### config.mk
export PLATFORM = sky130hd
export DESIGN_NAME = vga_graphics_datapath_regs
export DESIGN_NICKNAME = d
export VERILOG_FILES = /design/src/rtl/gfx_dp_pkg.sv /design/src/rtl/color_compare.sv /design/src/rtl/plane_combine.sv /design/src/rtl/vga_graphics_datapath_regs.sv
export SDC_FILE = /design/constraint.sdc
export NUM_CORES = 1
export LEC_CHECK = 0
export BUFFER_PORTS_ARGS = -buffer_cell sky130_fd_sc_hd__buf_2
export CAP_MARGIN = 10
export CORE_ASPECT_RATIO = 0.6
export CORE_MARGIN = 2
export CORE_UTILIZATION = 35
export DETAILED_ROUTE_END_ITERATION = 10
export PLACE_DENSITY = 0.49
export SYNTH_ARGS = -nofsm -noshare
export SYNTH_HDL_FRONTEND = slang
export SYNTH_SLANG_ARGS = --single-unit
### constraint.sdc
create_clock -name core_clk_i -period 10.5 [get_ports core_clk_i]
set_clock_uncertainty 0.05 [all_clocks]
set_input_delay 0.525 -clock core_clk_i [delete_from_list [all_inputs] [get_ports core_clk_i]]
set_output_delay 0.525 -clock core_clk_i [all_outputs]
set_load 0.02 [all_outputs]
### src/rtl/gfx_dp_pkg.sv
// Constants, field positions and carrier types for the graphics data path register bank.
// Assumes one clock for the I/O port, the host memory path and the frame buffer planes.
//
// Contract
// - Host writes an index to the index port, then uses the data port.
// - The index port reads zero after reset.
// - Index bits 3-0 select registers 0 to 8; bits 7-4 are reserved.
// - Write mode 0: a fill-enabled plane gets its fill bit in all eight bits.
// - Write mode 3: rotated data AND bit mask is the mask; fill bits give color.
// - A plane without fill enable takes the normal host data path result.
// - Fill enable bits matter only in write mode 0.
// - Read mode 1 compares each included plane bit with its compare color bit.
// - Read mode 1 returns 1 where every included plane matches.
// - Function field: 00 pass, 01 AND, 10 OR, 11 XOR with the latch.
// - Host write data is rotated right by the three-bit rotate count.
// - Read mode 0 returns the plane named by the read plane field.
// - Odd/even ignores read plane bit 0; chained mode ignores both bits.
// - The read plane field also picks the latch shown on latch readback.
// - Read mode is mode bit 3; write mode is mode bits 1-0.
// - Write mode 1 writes each plane with its read latch.
// - Read latches hold an unaltered copy of the last frame buffer read.
// - Read mode 0 returns the addressed byte of the chosen plane.
package gfx_dp_pkg;

    localparam logic [15:0] IO_INDEX_ADDR = 16'h03ce;
    localparam logic [15:0] IO_DATA_ADDR = 16'h03cf;

    localparam int NUM_PLANES = 4;
    localparam int NUM_REGS = 9;
    localparam logic [3:0] LAST_INDEX = 4'h8;
    localparam logic [3:0] INDEX_RESET = 4'h0;
    localparam logic [7:0] REG_RESET = 8'h00;

    localparam logic [3:0] IDX_FILL_VALUE = 4'h0;
    localparam logic [3:0] IDX_FILL_ENABLE = 4'h1;
    localparam logic [3:0] IDX_COMPARE_COLOR = 4'h2;
    localparam logic [3:0] IDX_ROTATE_AND_FUNCTION = 4'h3;
    localparam logic [3:0] IDX_READ_PLANE_CHOICE = 4'h4;
    localparam logic [3:0] IDX_GRAPHICS_MODE_CONTROL = 4'h5;
    localparam logic [3:0] IDX_MISCELLANEOUS_CONTROL = 4'h6;
    localparam logic [3:0] IDX_COMPARE_PLANE_INCLUDE = 4'h7;
    localparam logic [3:0] IDX_WRITE_BIT_MASK = 4'h8;

    // Writable bits per index, index 8 first; everything else reads back zero.
    localparam logic [8:0][7:0] REG_WMASK = {8'hff, 8'h0f, 8'hff, 8'h7b, 8'h03, 8'h1f, 8'h0f, 8'h0f, 8'h0f};

    localparam int ROT_LSB = 0;
    localparam int ROT_MSB = 2;
    localparam int FUNC_LSB = 3;
    localparam int FUNC_MSB = 4;
    localparam int READ_PLANE_LSB = 0;
    localparam int READ_PLANE_MSB = 1;
    localparam int WMODE_LSB = 0;
    localparam int WMODE_MSB = 1;
    localparam int RMODE_BIT = 3;

    localparam logic [1:0] FUNC_PASS = 2'h0;
    localparam logic [1:0] FUNC_AND = 2'h1;
    localparam logic [1:0] FUNC_OR = 2'h2;
    localparam logic [1:0] FUNC_XOR = 2'h3;

    localparam logic [1:0] WMODE_0 = 2'h0;
    localparam logic [1:0] WMODE_1 = 2'h1;
    localparam logic [1:0] WMODE_2 = 2'h2;
    localparam logic [1:0] WMODE_3 = 2'h3;

    localparam logic [7:0] ALL_BITS = 8'hff;

    typedef logic [NUM_PLANES-1:0][7:0] plane_bytes_t;

    typedef struct packed {
        logic we;
        plane_bytes_t data;
        logic [7:0] mask;
    } fb_write_t;

endpackage

### src/rtl/color_compare.sv
// Colour compare of four plane bytes against per-plane compare bits.
// Planes whose include bit is zero never block a match.
`timescale 1ns/1ps
module color_compare
    import gfx_dp_pkg::*;
(
    input wire plane_bytes_t planes_i,
    input wire logic [3:0] color_i,
    input wire logic [3:0] include_i,
    output logic [7:0] match_o
);

    wire [NUM_PLANES-1:0][7:0] plane_ok;

    genvar p;
    generate
        for (p = 0; p < NUM_PLANES; p = p + 1) begin : g_plane
            // An excluded plane reports a match in every bit position.
            assign plane_ok[p] = ~(planes_i[p] ^ {8{color_i[p]}}) | {8{~include_i[p]}};
        end
    endgenerate

    assign match_o = plane_ok[0] & plane_ok[1] & plane_ok[2] & plane_ok[3];

endmodule // color_compare

### src/rtl/plane_combine.sv
// One plane's logical combine of write data with that plane's read latch.
// Purely combinational; the caller registers the result.
`timescale 1ns/1ps
module plane_combine
    import gfx_dp_pkg::*;
(
    input wire logic [1:0] func_i,
    input wire logic [7:0] src_i,
    input wire logic [7:0] latch_i,
    output logic [7:0] result_o
);

    wire [7:0] and_val = src_i & latch_i;
    wire [7:0] or_val = src_i | latch_i;
    wire [7:0] xor_val = src_i ^ latch_i;

    assign result_o = (func_i == FUNC_AND) ? and_val :
                      (func_i == FUNC_OR) ? or_val :
                      (func_i == FUNC_XOR) ? xor_val : src_i;

endmodule // plane_combine

### src/rtl/vga_graphics_datapath_regs.sv
// Indexed graphics register bank and the per-plane host data path of a four-plane frame buffer.
// Assumes the I/O port, host memory strobes and frame buffer run on core_clk_i and that the
// sequencer supplies the odd/even and chained addressing levels on the same clock.
`timescale 1ns/1ps
module vga_graphics_datapath_regs
    import gfx_dp_pkg::*;
(
    input wire logic core_clk_i,
    input wire logic rst_i,
    input wire logic [15:0] io_addr_i,
    input wire logic io_wr_i,
    input wire logic io_rd_i,
    input wire logic [7:0] io_wdata_i,
    output logic [7:0] io_rdata_o,
    output logic io_rvalid_o,
    input wire logic mem_wr_i,
    input wire logic [7:0] mem_wdata_i,
    input wire logic [1:0] mem_addr_lo_i,
    input wire logic fb_rvalid_i,
    input wire plane_bytes_t fb_rdata_i,
    output logic [7:0] mem_rdata_o,
    output logic mem_rvalid_o,
    output logic fb_we_o,
    output plane_bytes_t fb_wdata_o,
    output logic [7:0] fb_wmask_o,
    input wire logic odd_even_i,
    input wire logic chain4_i,
    output logic [7:0] latch_readback_o,
    output logic [7:0] miscellaneous_control_o,
    output logic [7:0] graphics_mode_control_o
);

    // Index port and indexed register storage.
    logic [3:0] graphics_index_port;
    // Each entry has its own flip-flops below; this array is only a read view of them.
    wire [7:0] regs [0:NUM_REGS-1];

    // Memory read latches, one byte per plane.
    plane_bytes_t read_latch;

    // I/O decode.
    wire index_sel = (io_addr_i == IO_INDEX_ADDR);
    wire data_sel = (io_addr_i == IO_DATA_ADDR);
    wire index_in_range = (graphics_index_port <= LAST_INDEX);
    wire index_write = io_wr_i & index_sel;
    wire data_write = io_wr_i & data_sel & index_in_range;

    // Named views of the register fields.
    wire [7:0] fill_value = regs[IDX_FILL_VALUE];
    wire [7:0] fill_enable = regs[IDX_FILL_ENABLE];
    wire [7:0] compare_color = regs[IDX_COMPARE_COLOR];
    wire [7:0] rotate_and_function = regs[IDX_ROTATE_AND_FUNCTION];
    wire [7:0] read_plane_choice = regs[IDX_READ_PLANE_CHOICE];
    wire [7:0] graphics_mode_control = regs[IDX_GRAPHICS_MODE_CONTROL];
    wire [7:0] miscellaneous_control = regs[IDX_MISCELLANEOUS_CONTROL];
    wire [7:0] compare_plane_include = regs[IDX_COMPARE_PLANE_INCLUDE];
    wire [7:0] write_bit_mask = regs[IDX_WRITE_BIT_MASK];

    wire [2:0] rotate_count = rotate_and_function[ROT_MSB:ROT_LSB];
    wire [1:0] combine_func = rotate_and_function[FUNC_MSB:FUNC_LSB];
    wire [1:0] plane_field = read_plane_choice[READ_PLANE_MSB:READ_PLANE_LSB];
    wire [1:0] write_mode = graphics_mode_control[WMODE_MSB:WMODE_LSB];
    wire read_mode = graphics_mode_control[RMODE_BIT];

    // Register readback through the two ports.
    wire [7:0] index_readback = {4'h0, graphics_index_port};
    wire [7:0] data_readback = index_in_range ? regs[graphics_index_port] : 8'h00;
    wire [7:0] next_io_rdata = index_sel ? index_readback :
                               data_sel ? data_readback : 8'h00;

    // Index port: only the low four bits are kept; reserved bits stay zero.
    always_ff @(posedge core_clk_i or posedge rst_i) begin
        if (rst_i) begin
            graphics_index_port <= INDEX_RESET;
        end else if (index_write) begin
            graphics_index_port <= io_wdata_i[3:0];
        end
    end

    // Indexed registers, one entry per index.
    genvar r;
    generate
        for (r = 0; r < NUM_REGS; r = r + 1) begin : g_reg
            wire hit = data_write & (graphics_index_port == 4'(r));
            logic [7:0] entry;
            always_ff @(posedge core_clk_i or posedge rst_i) begin
                if (rst_i) begin
                    entry <= REG_RESET;
                end else if (hit) begin
                    entry <= io_wdata_i & REG_WMASK[r];
                end
            end
            assign regs[r] = entry;
        end
    endgenerate

    // Register read answer, one cycle after the strobe.
    always_ff @(posedge core_clk_i or posedge rst_i) begin
        if (rst_i) begin
            io_rdata_o <= 8'h00;
            io_rvalid_o <= 1'b0;
        end else begin
            io_rvalid_o <= io_rd_i;
            if (io_rd_i) begin
                io_rdata_o <= next_io_rdata;
            end
        end
    end

    // Host write data path.
    // The byte is doubled so that a right shift brings the low bits around to the top.
    wire [15:0] doubled = {mem_wdata_i, mem_wdata_i} >> rotate_count;
    wire [7:0] rotated = doubled[7:0];

    plane_bytes_t write_source;
    plane_bytes_t combined;
    plane_bytes_t next_fb_wdata;

    genvar p;
    generate
        for (p = 0; p < NUM_PLANES; p = p + 1) begin : g_plane
            wire [7:0] fill_byte = {8{fill_value[p]}};
            wire fill_here = fill_enable[p] & (write_mode == WMODE_0);
            wire [7:0] mode0_src = fill_here ? fill_byte : rotated;
            // Mode 2 spreads host data bit p across the plane byte.
            wire [7:0] mode2_src = {8{mem_wdata_i[p]}};

            assign write_source[p] = (write_mode == WMODE_3) ? fill_byte :
                                     (write_mode == WMODE_2) ? mode2_src : mode0_src;

            plane_combine u_combine (
                .func_i(combine_func),
                .src_i(write_source[p]),
                .latch_i(read_latch[p]),
                .result_o(combined[p])
            );

            assign next_fb_wdata[p] = (write_mode == WMODE_1) ? read_latch[p] : combined[p];
        end
    endgenerate

    // Mode 1 copies latches whole; mode 3 derives its mask from the rotated host byte.
    wire [7:0] mode3_mask = rotated & write_bit_mask;
    wire [7:0] next_fb_wmask = (write_mode == WMODE_1) ? ALL_BITS :
                               (write_mode == WMODE_3) ? mode3_mask : write_bit_mask;

    always_ff @(posedge core_clk_i or posedge rst_i) begin
        if (rst_i) begin
            fb_we_o <= 1'b0;
            fb_wdata_o <= '0;
            fb_wmask_o <= 8'h00;
        end else begin
            fb_we_o <= mem_wr_i;
            if (mem_wr_i) begin
                fb_wdata_o <= next_fb_wdata;
                fb_wmask_o <= next_fb_wmask;
            end
        end
    end

    // Host read data path.
    // Chained addressing lets the address pick the plane; odd/even lets address bit 0 pick the plane's low bit.
    wire [1:0] chosen_plane = chain4_i ? mem_addr_lo_i :
                              odd_even_i ? {plane_field[1], mem_addr_lo_i[0]} : plane_field;
    wire [7:0] mode0_read = fb_rdata_i[chosen_plane];
    wire [7:0] mode1_read;

    color_compare u_compare (
        .planes_i(fb_rdata_i),
        .color_i(compare_color[3:0]),
        .include_i(compare_plane_include[3:0]),
        .match_o(mode1_read)
    );

    wire [7:0] next_mem_rdata = read_mode ? mode1_read : mode0_read;

    always_ff @(posedge core_clk_i or posedge rst_i) begin
        if (rst_i) begin
            read_latch <= '0;
            mem_rdata_o <= 8'h00;
            mem_rvalid_o <= 1'b0;
        end else begin
            mem_rvalid_o <= fb_rvalid_i;
            if (fb_rvalid_i) begin
                read_latch <= fb_rdata_i;
                mem_rdata_o <= next_mem_rdata;
            end
        end
    end

    // Latch readback follows the plane field without the addressing overrides, since it
    // is a register read, not a frame buffer access.
    always_ff @(posedge core_clk_i or posedge rst_i) begin
        if (rst_i) begin
            latch_readback_o <= 8'h00;
            miscellaneous_control_o <= 8'h00;
            graphics_mode_control_o <= 8'h00;
        end else begin
            latch_readback_o <= read_latch[plane_field];
            miscellaneous_control_o <= miscellaneous_control;
            graphics_mode_control_o <= graphics_mode_control;
        end
    end

endmodule // vga_graphics_datapath_regs

==> results.md <==
* Outcome: complete, no violations
* Critical Path, Cell by Cell: buf_4, and2_1, o21bai_1, o21a_1, o21ai_0, ha_1, nand2b_1, o2bb2ai_1, a21oi_1, o21ai_0
* Post-Syn Area per Cell at 9.78 um^2
* Library cells used by synthesis at 70
* Synth Flop Type: dfrtp_1
* Final Critical Period at 3260 ps
* Crit path required time at 10,780 ps
* Dpl hpwl at 28,100 um
* CTS Buf Count at 17
* Post-synth EDFFs at 0
* Initial antenna violation count at 4
* Maximum clock path buffer count at 2
* # resized after CTS at 0
* Pwr Total at 0.00159 W
* Post-route insts no fill at 1,620
* Slew Limit Fails at 0
* I/O Pins at 157
* RD Place Congestion at 0.853
* Total wire length at 38,900 um
* H-Tree Depth at 4
* Number of vias per cell at 5.74
* Core area at 30,000 um^2
* Leak Pwr at 5.82 nW
* Die ar. at 32,100 um^2
* CTS tree: built
* Final Core Density at 41.2%
* Die Wd at 230 um
* Remaining DRCs at 0
* Final Hold Viols at 0
* WL/cell at 24.0 um
* Most used cell, CP: o21ai_0
* FMAX at 0.306 GHz
* Register area share after synthesis at 37.8%
* Power per cell area at 129 nW/um^2
* Post-DRT Antenna Nets at 0
* Layout cell share with drive strength beyond 1 at 26.4%
* Count of final setup violators at 0
* IO Port Bufs at 154
* Global route overflow at 0
* Cell at the slowest stage of the critical path: o21bai_1
* Number of nets in the layout at 1,336
* Yosys warns at 0
* CTS Root Cell: clkbuf_16
* Vias post-DR at 9,300
* WP data arrival at 3540 ps
* Worst IR Drop VDD at 0.103 mV
* Syn Inst Count at 1,096
* Row cnt at 49
* WS Path Type: register to register
* Asr flop ratio synth at 100%
* Post-Synthesis Cell Area at 10,700 um^2
* Initial DRC Count at 1,095
* # hold bufs at CTS at 0
* Clk Latency, worst-skew pair at 450 ps
* Slowest stage delay, CP at 800 ps
* Synthesis-to-finish area growth at 15.5%
* Placed cell count at 1,586
* Fillcell total at 2,998
* Largest net degree at the start of global routing at 94
* Crit Path Max Fanout at 24
* Max-cap viol count at 0
* First-pass GRT wire length at 58,200 um
* Post-CTS setup buffers at 0
* Slew HR at 17.3%
* RSZ-0062 raised after global routing: false
* Setup TNS at 0 ps
* Critical path launch point type: register
* Initial Util at 35.7%
* Clock Pin Slew Worst Setup and Hold Paths at 70 ps
* Initial DRT Pass Iterations at 6
* Worst slew pin tran at 1230 ps
* Final Cycle Share at 31.1%
* Chip height at 140 um
* Overall Global Routing Usage at 24.3%
* Min-Delay Path Class: input pin to register
* Critical Path Sink Type: register
* Number of global-route vias before repair at 8,898
* Sink Count at 162
* Flops & latches, synth at 162
-- cells in the mapped netlist (17+ instances only) --
| cell | number | area [um^2] |
|---|---|---|
| a21oi_1 | 47 | 235 |
| a22oi_1 | 25 | 188 |
| buf_1 | 17 | 63.8 |
| clkbuf_1 | 61 | 229 |
| dfrtp_1 | 162 | 4050 |
| ha_1 | 64 | 801 |
| inv_1 | 43 | 161 |
| mux2_2 | 60 | 676 |
| mux4_2 | 26 | 586 |
| nand2_1 | 85 | 319 |
| nand2b_1 | 36 | 225 |
| nand3_1 | 19 | 95.1 |
| nor2_1 | 81 | 304 |
| nor2b_1 | 20 | 125 |
| o21ai_0 | 92 | 460 |
| o2bb2ai_1 | 24 | 210 |
| xor2_1 | 32 | 280 |
-- where the power goes --
part	internal [W]	leakage, nW	switching [W]
registers	0.000653	2.11	0.0000332
logic	0.0000865	3.41	0.000144
clock network	0.000385	0.300	0.000291
-- sequential cells by signal, summed over array words and instances, names as in the netlist --
signal	flops
graphics_mode_control_o	6
io_rdata_o	8
read_latch	32
fb_wdata_o	32
fill_value	4
compare_color	4
mem_rvalid_o	1
fb_wmask_o	8
latch_readback_o	8
g.entry	29
mem_rdata_o	8
graphics_index_port	4
fb_we_o	1
miscellaneous_control_o	8
compare_plane_include	4
fill_enable	4
io_rvalid_o	1
-- final timing paths --
| kind | end | cells after the start | from | slack, ps |
|---|---|---|---|---|
| worst max-delay path | fb_wdata_o[3] | 10 | g_reg[5].entry[1] | 7240 |
| worst min-delay path | fb_we_o | 1 | mem_wr_i | 140 |
| worst max register to register | fb_wdata_o[3] | 10 | g_reg[5].entry[1] | 7240 |
| worst min register to register | miscellaneous_control_o[2] | 0 | g_reg[6].entry[2] | 370 |
| max in group asynchronous | graphics_mode_control_o[4] | 3 | rst_i | 8650 |
| min in group asynchronous | read_latch[1] | 2 | rst_i | 200 |
-- cell type report --
cell class              count  area (um^2)  area share [%]
multi-input cells         807         6180            49.9
flip-flops and latches    162         4050            32.7
repair buffers            166          861            6.95
well taps                 408          510            4.12
clock buffers              19          443            3.58
inverters                  44          170            1.37
clock inverters            13          169            1.36
diodes                      1         2.50          0.0202
-- cell families after synthesis --
family	synth area share, %
AOI/OAI and AO/OA	20.6
adders and majority gates	7.47
other	0.0350
and+or+nand+nor	13.7
DFF	37.8
buffers and inverters	4.62
muxes	13.1
xor gates and xnor gates	2.61
-- per-stage QoR --
step	hold slack [ps]	setup slack, ps	cell area, um^2
finish	144	7240	12400
global route	129	6980	12400
CTS	119	7280	12400
detailed placement	353	7290	11800
global placement	340	7350	11800
floorplan	315	5550	10700
-- worst max-delay path: cells and delay by family, from the launching register on --
family / cells / cell delay (ps)
buffers and inverters: 1 / 220
DFF: 1 / 410
and+or+nand+nor: 2 / 400
AOI/OAI and AO/OA: 6 / 1760
adders and majority gates: 1 / 310
-- layout by cell type, fill, tap and decap left out, drive strengths merged, types with 26 or more instances in the layout --
cell	n
buf	166
nor2	81
nand2b	36
inv	50
a21oi	47
mux2	60
ha	64
xor2	32
dfrtp	162
o21ai	95
nand2	85
mux4	26
-- per-layer routing --
metal	vias to the layer above	share of wire [%]	track usage [%]
li1	4195	-	-
met1	4717	51	39.4
met4	4	1.3	5.74
met5	-	0.069	0.744
met2	348	40	31.8
met3	36	8.0	5.37
Note: power is estimated with default switching activity, not from simulation.
